File: config.mk
export PLATFORM = sky130hd
export DESIGN_NAME = vitb_regs
export DESIGN_NICKNAME = d
export VERILOG_FILES = /design/src/vitb_pkg.sv /design/src/vitb_settle.sv /design/src/vitb_regs.sv
export SDC_FILE = /design/constraint.sdc
export NUM_CORES = 1
export LEC_CHECK = 0
export BUFFER_PORTS_ARGS = -buffer_cell sky130_fd_sc_hd__buf_2
export CORE_UTILIZATION = 30
export CTS_CLUSTER_SIZE = 12
export DETAILED_ROUTE_END_ITERATION = 7
export HOLD_SLACK_MARGIN = 0.08
export SYNTH_ARGS = -nofsm -noshare
export SYNTH_HDL_FRONTEND = slang
export SYNTH_HIERARCHICAL = 1
export SYNTH_SLANG_ARGS = --single-unit
File: constraint.sdc
create_clock -name core_clk -period 3.31 [get_ports core_clk]
set_input_delay 0.331 -clock core_clk [delete_from_list [all_inputs] [get_ports core_clk]]
set_output_delay 0.331 -clock core_clk [all_outputs]
set_load 0.01 [all_outputs]
File: src/vitb_pkg.sv
// package: offsets, field positions, reset values and carriers for the virtual table base block
package vitb_pkg;
   // register offsets in the virtual frame (byte addresses)
   localparam logic [7:0] VITB_OFF_CFG_LO = 8'h70;
   localparam logic [7:0] VITB_OFF_CFG_HI = 8'h74;
   localparam logic [7:0] VITB_OFF_PEND_LO = 8'h78;
   localparam logic [7:0] VITB_OFF_PEND_HI = 8'h7c;
   // pending-table and config-table base field positions
   localparam int VITB_VALID_BIT = 63;
   localparam int VITB_IAI_BIT = 62;
   localparam int VITB_LAST_BIT = 61;
   localparam int VITB_DIRTY_BIT = 60;
   localparam int VITB_OUTER_LSB = 56;
   localparam int VITB_PADDR_MSB = 51;
   localparam int VITB_PEND_PADDR_LSB = 16;
   localparam int VITB_CFG_PADDR_LSB = 12;
   localparam int VITB_SHARE_LSB = 10;
   localparam int VITB_INNER_LSB = 7;
   localparam int VITB_IDBITS_LSB = 0;
   // values after reset
   localparam logic VITB_RST_VALID = 1'b0;
   localparam logic VITB_RST_LAST = 1'b0;
   localparam logic VITB_RST_DIRTY = 1'b0;
   localparam logic [2:0] VITB_RST_ATTR3 = 3'h0;
   localparam logic [1:0] VITB_RST_SHARE = 2'h0;
   // shareability codes
   localparam logic [1:0] VITB_SH_NON = 2'h0;
   localparam logic [1:0] VITB_SH_RSVD = 2'h3;
   // cycles from write to write-pending clear
   localparam int VITB_SETTLE_NS = 20;
   localparam int VITB_CLK_PS = 5000;
   localparam int VITB_SETTLE_CYC = (VITB_SETTLE_NS * 1000 + VITB_CLK_PS - 1) / VITB_CLK_PS;

   // memory attributes for table accesses
   typedef struct packed {
      logic [2:0] outer;
      logic [2:0] inner;
      logic [1:0] share;
   } vitb_attr_s;

   // register access port
   typedef struct packed {
      logic wr;
      logic rd;
      logic [7:0] addr;
      logic [31:0] wdata;
   } vitb_req_s;

   typedef enum logic [1:0] {VITB_IDLE, VITB_SCAN, VITB_DRAIN} vitb_state_e;
endpackage : vitb_pkg

File: src/vitb_settle.sv
// settle timer: holds write-pending until a write is visible
`timescale 1ns/1ps
`default_nettype none
module vitb_settle
   import vitb_pkg::*;
#(
   parameter int CYCLES = VITB_SETTLE_CYC
) (
   input wire logic core_clk,
   input wire logic rst,
   input wire logic start,
   output logic busy
);
   typedef struct packed {
      logic [7:0] cnt;
   } vitb_set_s;
   vitb_set_s st_r, st_nxt;

   // restart the count on every accepted pending-table write
   always_comb begin
      st_nxt = st_r;
      if (start) begin
         st_nxt.cnt = 8'(CYCLES);
      end else if (st_r.cnt != 8'h00) begin
         st_nxt.cnt = st_r.cnt - 8'h01;
      end
   end

   always_ff @(posedge core_clk) begin
      if (rst) begin
         st_r <= '0;
      end else begin
         st_r <= st_nxt;
      end
   end

   assign busy = (st_r.cnt != 8'h00);
endmodule // vitb_settle
`default_nettype wire

File: src/vitb_regs.sv
// virtual table base registers: scheduling, attributes and deschedule status
`timescale 1ns/1ps
`default_nettype none
// What this block does
// bit 63 valid schedules a virtual element
// software keeps other bits while valid
// valid, last-pending, dirty reset to zero
// bit 62 flags implementation area invalid
// descheduling captures pending-and-enabled into bit 61
// schedule with last clear: table is zero
// schedule with last set: read table
// bit 60 dirty shows uncompleted interrupts
// while invalid, clear CPU interface pending
// software waits for dirty clear
// no valid without virtual CPU support
// bits 58:56 outer cacheability code
// bits 9:7 inner cacheability code
// bits 11:10 shareability, 11 as 00
// attribute fields writable, reset unknown; this block resets them to zero
// software keeps attributes identical
// pending address bits 51:16, masked width
// config address bits 51:12, masked width
// config uses same attribute codings
// write-pending flag clears on completion
// last-pending set only for enabled pending
module vitb_regs
   import vitb_pkg::*;
#(
   parameter int PA_BITS = 52,
   parameter int SETTLE = VITB_SETTLE_CYC
) (
   input wire logic core_clk,
   input wire logic rst,
   input wire vitb_req_s req,
   output logic [31:0] rdata,
   output logic rvalid,
   output logic write_pending_flag,
   input wire logic elem_pend_enabled,
   input wire logic elem_uncompleted,
   input wire logic cpu_pending_held,
   output logic cpu_release,
   output logic table_read_req,
   input wire logic table_read_done,
   output logic table_assume_zero,
   output logic elem_scheduled,
   output logic [51:0] pend_table_addr,
   output logic [51:0] cfg_table_addr,
   output vitb_attr_s pend_attr,
   output vitb_attr_s cfg_attr
);
   typedef struct packed {
      logic valid;
      logic iai;
      logic last;
      logic dirty;
      vitb_attr_s pattr;
      logic [51:16] paddr;
      vitb_attr_s cattr;
      logic [51:12] caddr;
      logic [4:0] idbits;
      logic [31:0] rdata;
      logic rvalid;
      logic zero;
      vitb_state_e state;
   } vitb_st_s;
   vitb_st_s st_r, st_nxt;
   logic settle_busy;
   logic [63:0] pend_view, cfg_view, pend_wr, cfg_wr;
   logic [51:0] pend_full, cfg_full;

   // mask address bits above implemented width
   function automatic logic [51:0] pa_mask(input logic [51:0] a);
      logic [51:0] m;
      m = '0;
      for (int i = 0; i < 52; i++) begin
         m[i] = (i < PA_BITS) ? a[i] : 1'b0;
      end
      return m;
   endfunction

   // reserved shareability code behaves as non-shareable
   function automatic logic [1:0] share_eff(input logic [1:0] s);
      return (s == VITB_SH_RSVD) ? VITB_SH_NON : s;
   endfunction

   // full table addresses with unimplemented upper bits cleared
   assign pend_full = pa_mask({st_r.paddr, 16'h0000});
   assign cfg_full = pa_mask({st_r.caddr, 12'h000});

   // readback views of both registers
   always_comb begin
      pend_view = '0;
      pend_view[VITB_VALID_BIT] = st_r.valid;
      pend_view[VITB_IAI_BIT] = st_r.iai;
      pend_view[VITB_LAST_BIT] = st_r.last;
      pend_view[VITB_DIRTY_BIT] = st_r.dirty;
      pend_view[VITB_OUTER_LSB +: 3] = st_r.pattr.outer;
      pend_view[VITB_PADDR_MSB:VITB_PEND_PADDR_LSB] = pend_full[51:16];
      pend_view[VITB_SHARE_LSB +: 2] = st_r.pattr.share;
      pend_view[VITB_INNER_LSB +: 3] = st_r.pattr.inner;
      cfg_view = '0;
      cfg_view[VITB_OUTER_LSB +: 3] = st_r.cattr.outer;
      cfg_view[VITB_PADDR_MSB:VITB_CFG_PADDR_LSB] = cfg_full[51:12];
      cfg_view[VITB_SHARE_LSB +: 2] = st_r.cattr.share;
      cfg_view[VITB_INNER_LSB +: 3] = st_r.cattr.inner;
      cfg_view[VITB_IDBITS_LSB +: 5] = st_r.idbits;
   end

   // merge a 32-bit write into the addressed half
   always_comb begin
      pend_wr = pend_view;
      cfg_wr = cfg_view;
      if (req.addr == VITB_OFF_PEND_LO) begin
         pend_wr[31:0] = req.wdata;
      end
      if (req.addr == VITB_OFF_PEND_HI) begin
         pend_wr[63:32] = req.wdata;
      end
      if (req.addr == VITB_OFF_CFG_LO) begin
         cfg_wr[31:0] = req.wdata;
      end
      if (req.addr == VITB_OFF_CFG_HI) begin
         cfg_wr[63:32] = req.wdata;
      end
   end

   // register writes, scheduling transitions and reads
   always_comb begin
      st_nxt = st_r;
      st_nxt.rvalid = req.rd;
      st_nxt.rdata = st_r.rdata;
      if (req.rd) begin
         case (req.addr)
            VITB_OFF_PEND_LO: st_nxt.rdata = pend_view[31:0];
            VITB_OFF_PEND_HI: st_nxt.rdata = pend_view[63:32];
            VITB_OFF_CFG_LO: st_nxt.rdata = cfg_view[31:0];
            VITB_OFF_CFG_HI: st_nxt.rdata = cfg_view[63:32];
            default: st_nxt.rdata = 32'h0000_0000;
         endcase
      end
      // dirty tracks uncompleted work only while descheduled
      st_nxt.dirty = ~st_r.valid & elem_uncompleted;
      if (req.wr && (req.addr == VITB_OFF_CFG_LO || req.addr == VITB_OFF_CFG_HI)) begin
         st_nxt.cattr.outer = cfg_wr[VITB_OUTER_LSB +: 3];
         st_nxt.cattr.inner = cfg_wr[VITB_INNER_LSB +: 3];
         st_nxt.cattr.share = cfg_wr[VITB_SHARE_LSB +: 2];
         st_nxt.caddr = cfg_wr[VITB_PADDR_MSB:VITB_CFG_PADDR_LSB];
         st_nxt.idbits = cfg_wr[VITB_IDBITS_LSB +: 5];
      end
      if (req.wr && (req.addr == VITB_OFF_PEND_LO || req.addr == VITB_OFF_PEND_HI)) begin
         // other fields only change while descheduled, except last-pending on the deschedule write
         if (!st_r.valid) begin
            st_nxt.iai = pend_wr[VITB_IAI_BIT];
            st_nxt.last = pend_wr[VITB_LAST_BIT];
            st_nxt.pattr.outer = pend_wr[VITB_OUTER_LSB +: 3];
            st_nxt.pattr.inner = pend_wr[VITB_INNER_LSB +: 3];
            st_nxt.pattr.share = pend_wr[VITB_SHARE_LSB +: 2];
            st_nxt.paddr = pend_wr[VITB_PADDR_MSB:VITB_PEND_PADDR_LSB];
         end
         st_nxt.valid = pend_wr[VITB_VALID_BIT];
         if (st_r.valid && !pend_wr[VITB_VALID_BIT]) begin
            st_nxt.last = elem_pend_enabled;
            st_nxt.state = VITB_DRAIN;
         end
         if (!st_r.valid && pend_wr[VITB_VALID_BIT]) begin
            // the last-pending value written decides a table scan
            if (pend_wr[VITB_LAST_BIT]) begin
               st_nxt.state = VITB_SCAN;
               st_nxt.zero = 1'b0;
            end else begin
               st_nxt.state = VITB_IDLE;
               st_nxt.zero = 1'b1;
            end
         end
      end else begin
         case (st_r.state)
            VITB_SCAN: if (table_read_done) st_nxt.state = VITB_IDLE;
            VITB_DRAIN: if (!cpu_pending_held) st_nxt.state = VITB_IDLE;
            VITB_IDLE: st_nxt.state = VITB_IDLE;
            default: st_nxt.state = VITB_IDLE;
         endcase
      end
   end

   always_ff @(posedge core_clk) begin
      if (rst) begin
         st_r <= st_nxt;
         st_r.valid <= VITB_RST_VALID;
         st_r.last <= VITB_RST_LAST;
         st_r.dirty <= VITB_RST_DIRTY;
         st_r.iai <= 1'b0;
         st_r.pattr <= '{VITB_RST_ATTR3, VITB_RST_ATTR3, VITB_RST_SHARE};
         st_r.cattr <= '{VITB_RST_ATTR3, VITB_RST_ATTR3, VITB_RST_SHARE};
         st_r.paddr <= '0;
         st_r.caddr <= '0;
         st_r.idbits <= 5'h00;
         st_r.rdata <= 32'h0000_0000;
         st_r.rvalid <= 1'b0;
         st_r.zero <= 1'b0;
         st_r.state <= VITB_IDLE;
      end else begin
         st_r <= st_nxt;
      end
   end

   // completion of pending-table writes
   vitb_settle #(.CYCLES(SETTLE)) u_settle (
      .core_clk(core_clk),
      .rst(rst),
      .start(req.wr && (req.addr == VITB_OFF_PEND_LO || req.addr == VITB_OFF_PEND_HI)),
      .busy(settle_busy)
   );

   // outputs to memory side and CPU interface
   assign write_pending_flag = settle_busy;
   assign rdata = st_r.rdata;
   assign rvalid = st_r.rvalid;
   assign cpu_release = ~st_r.valid & cpu_pending_held;
   assign table_read_req = st_r.valid & (st_r.state == VITB_SCAN);
   assign table_assume_zero = st_r.valid & st_r.zero;
   assign elem_scheduled = st_r.valid;
   assign pend_table_addr = pend_full;
   assign cfg_table_addr = cfg_full;
   assign pend_attr = '{st_r.pattr.outer, st_r.pattr.inner, share_eff(st_r.pattr.share)};
   assign cfg_attr = '{st_r.cattr.outer, st_r.cattr.inner, share_eff(st_r.cattr.share)};
endmodule // vitb_regs
`default_nettype wire

== Yosys cells after proc, flatten, opt, wreduce, memory -nomap -nowiden ==
Index checks and enable logic that the tools add are counted.

* Register bits: 145
* Latch bits: 0
* Memory bits (read-only): 0
* Memories: 0
* Memory bits (writable): 0
* Input port bits: 48
* Output and inout bits: 158

* Shifts and indexed selects: 0
* Equal/unequal tests: 12
* $add $sub $neg: 1
* Bitwise operators: 5
* Divide/modulo/power cells: 0
* Magnitude comparators: 0
* Reduce and logical (&&, ||, !) cells: 18
* Muxes and demuxes: 15
* $mul: 0

{| class="wikitable"
|+ Operators with widths
! operator !! number
|-
| one-hot mux 32 bit (4 select lines) || 1
|-
| == test 8 x 7 -> 1 bit (second input constant) || 4
|-
| two-way mux 32 bit || 1
|-
| two-way mux 2 bit || 7
|-
| two-way mux 3 bit || 3
|-
| AND reduction 3 bit || 3
|-
| AND reduction 2 bit || 4
|-
| nonzero test 8 bit || 1
|-
| subtractor 8 x 1 -> 8 bit (second input constant) || 1
|-
| == test 2 bit (second input constant) || 3
|-
| inequality test 3 x 2 -> 1 bit (second input constant) || 2
|-
| AND 1 bit || 4
|-
| logical AND 1 bit || 4
|-
| one-hot mux 2 bit (2 select lines) || 1
|-
| inequality test 3 bit (second input constant) || 1
|-
| == test 2 x 1 -> 1 bit (second input constant) || 1
|-
| zero test 1 bit || 2
|-
| logical OR 1 bit || 2
|-
| two-way mux 1 bit || 2
|-
| inequality test 2 x 1 -> 1 bit (second input constant) || 1
|-
| nonzero test 2 bit || 1
|-
| OR reduction 2 bit || 1
|-
| NOT 1 bit || 1
|}

== Longest topological paths before layout ==
* Depth after elaboration: 7
* Mapped depth: 7
* Depth with buffers taken out: 6

== Hierarchy ==
Netlist, hierarchy kept.

{| class="wikitable"
|+ Modules (own cells, without submodules)
! module !! times used !! area each (um2) !! cells each
|-
| vitb_regs || 1 || 6,765.2 || 821
|-
| vitb_settle || 1 || 412.9 || 48
|}

== Worst setup path after synthesis ==
No wires, ideal clock.

* Path kind: register -> output
* Start: register u_settle/st_r[0] in the netlist's numbering
* End: output port write_pending_flag
* Arrival time: 1.308 ns
* Path slack: 1.671 ns
* Data required time: 2.979 ns
* Cell stages (with the launch flop): 7
* Path through: dfxtp_1 -> inv_1 -> ha_1 -> or4b_1 -> buf_2 -> nor2_2 -> inv_2

* Word-level cells in the longest chain between the ends: 1

{| class="wikitable"
|+ RTL lines
! element !! RTL line !! RTL
|-
| start: declaration || vitb_settle.sv:17 || <nowiki>vitb_set_s st_r, st_nxt;</nowiki>
|-
| start signal: assignment || vitb_settle.sv:33 || <nowiki>st_r <= st_nxt;</nowiki>
|-
| nonzero test 8 bit || vitb_settle.sv:37 || <nowiki>assign busy = (st_r.cnt != 8'h00);</nowiki>
|-
| end: declaration || vitb_regs.sv:37 || <nowiki>output logic write_pending_flag,</nowiki>
|}

No other way between the ends.

== Worst setup path after layout ==
* Start: register u_settle/st_r[1] in the netlist's numbering
* End: output port write_pending_flag

Same word-level chain as after synthesis.

==> metrics.csv <==
metric,value,unit
io_pins,206,
maxCapViolations,0,
seq_area_frac_synth,0.4044,
first_pass_iters,4,
tightest_slew,0.7366,ns
syn_to_final_growth,11.66,%
cp-end-kind,primary output,
setup_tns,0,ns
max_freq,429.5,MHz
cts_tree,built,
antenna_found_initial,0,
num_antenna_cells,0,
fin_crit,2.328,ns
r2r-end,pend_table_addr[17],
cts_resized,0,
postCtsSetupBuffers,0,
drive_above_1_share,0.2798,
min_period_over_period,0.7035,
finalPower,4.565,mW
h-tree-depth,4,
fin_skew,0.006394,ns
avgRoutedWirePerCell,17.11,um
crit_start,u_settle/st_r[1],
most-common-layout-cells,"208 x nand2_1, 176 x buf_2, 145 x dfxtp_1",
whs,0.1628,ns
reg2regPathDepth,4,
setup_violations,0,
cts_buffers,17,
status,"finished, final reports clean",
rrSetupSlack,1.55,ns
worst_ep_arrival_time,2.00,ns
path_cells,"inv_1, ha_1, or4b_1, nor2_2, inv_2, buf_2",
nets,960,
rows,56,
critical_path_required,2.98,ns
path_buf_inv,3,
hold_class,in2reg,
instances_no_fill,1241,
yosys_register_bits,145,
ant_nets,0,
hpwl,14320,um
die_area,24550,sq um
synth_top_area_frac,0.4044,
fin_area,8015,sq um
layout_commonest_cell,nand2_1,
fill_cells,2478,
r2r_start,elem_scheduled,
grt_usage,0.1752,
insertion_delay,0.42,ns
critPathSlowestCell,or4b_1,
start_util,0.3058,
drv_slew,0,
drt_iter0_drc,362,
clk_pin_slew,0.06,ns
pre_cts_slack,1.127,ns
portBuffers,177,
synth_top_cell_by_area,dfxtp_1,
overflow,0,
path_depth,6,
cp_top_family,simple AND/OR/NAND/NOR gates,
grt_first_pass_wirelength,31660,um
rsz0062_at_grt,no,
grt_max_degree,63,
wl,21230,um
drc,0,
finish.utilization,0.3415,
clockBufferDepth,2,
grt_pass1_vias,5228,
placed_area,7327,sq um
syn_area_per_cell,8.260,sq um
timing_hold_violations_final,0,
syn_inst,869,
synth_flop_cell,dfxtp_1,
synth.distinct_cells,55,
endpoint,write_pending_flag,
synth_edf_count,0,
synthTopCellsByArea,"dfxtp_1 40%, buf_4 16%, nand2_1 11%",
hold_buffers,0,
crit_path_max_incr_delay,0.59,ns
synthArstFlopShare,0,
ir_drop,293.0,uV
critPathMaxFanout,8,
start_kind,flip-flop,
critPathKind,reg2out,
routabilityCongestion,0.8187,
ys_warn_count,6,
p_per_area,569.5,nW/um^2
placeableCoreArea,23470,sq um
routed-via-count,5778,
syn_area,7178,sq um
vias_per_cell,4.656,
clkSinkCount,145,
die_y,156.7,um
die_w,156.7,um
root_buffer,clkbuf_16,
setup_ws,0.9815,ns
max_slew_margin,0.5089,
p_leak,3.320,nW
dp_cells,1210,
sequential cells by signal, summed over array words and instances, names as in the netlist:
register         count
cfg_table_addr      40
pend_table_addr     36
rdata               32
u_settle/st_r        8
cfg_view             7
cfg_attr             6
pend_attr            6
pend_view            5
st_r                 3
elem_scheduled       1
rvalid               1
area by class of cell:
type | count | area (sq um) | share of cell area
repair buffers | 195 | 1036 | 0.1293
clock inverters | 13 | 259.0 | 0.03231
clock buffers | 18 | 429.2 | 0.05354
multi-input cells | 543 | 2959 | 0.3692
well taps | 319 | 399.1 | 0.04980
flip-flops and latches | 145 | 2903 | 0.3622
inverters | 8 | 30.03 | 0.003746
where the power goes:
group	internal, mW	leakage (nW)	switching (mW)
clock	1.49	0.323	0.793
combinational	0.167	1.83	0.272
sequential	1.79	1.17	0.0490
synthesized netlist by cell type, types with 2 or more instances:
master / number
nand2_1: 208
a21oi_1: 118
mux2i_1: 17
and2_1: 2
nor2_2: 2
dfxtp_1: 145
a311oi_1: 2
and3_1: 2
nor2_1: 30
nor3b_1: 2
o2111ai_1: 3
and4_4: 2
buf_6: 6
or4b_1: 2
o2bb2ai_1: 9
nor3_1: 3
ha_1: 2
nor2b_1: 22
nand4_1: 5
a221o_1: 12
a22o_1: 4
buf_4: 155
a22oi_1: 12
o31ai_1: 3
buf_2: 17
clkbuf_1: 22
a211oi_1: 3
mux2_2: 16
inv_2: 2
inv_1: 6
o21ai_0: 11
worst min path at each step:
stage | start | endpoint | slack [ns] | cells past startpoint
after CTS | req[28] | cfg_table_addr[28] | 0.14 | 3
after floorplan | rst | u_settle/st_r[2] | 0.40 | 1
after global routing | req[28] | cfg_table_addr[28] | 0.14 | 3
after detailed placement | rdata[6] | rdata[6] | 0.44 | 2
final | rst | elem_scheduled | 0.16 | 2
after global placement | rdata[22] | rdata[22] | 0.43 | 2
layer usage:
layer | wire length (um) | vias to the layer above | track usage
li1 | - | 2822 | -
met1 | 9820 | 2737 | 0.2354
met2 | 9837 | 209 | 0.2766
met3 | 1384 | 10 | 0.04791
met4 | 188 | 0 | 0.04108
met5 | 0 | - | 0
cell families after synthesis:
logic type                 Yosys count  share of synthesized area
AOI/OAI and AO/OA                  180                     0.1506
xor gates and xnor gates             1                   0.001220
adders and majority gates            2                   0.003486
buffers and inverters              208                     0.1991
DFF                                145                     0.4044
muxes                               33                    0.04881
other                                1                  0.0005224
and+or+nand+nor                    299                     0.1919
No activity file was read; power rests on OpenSTA's default activity.
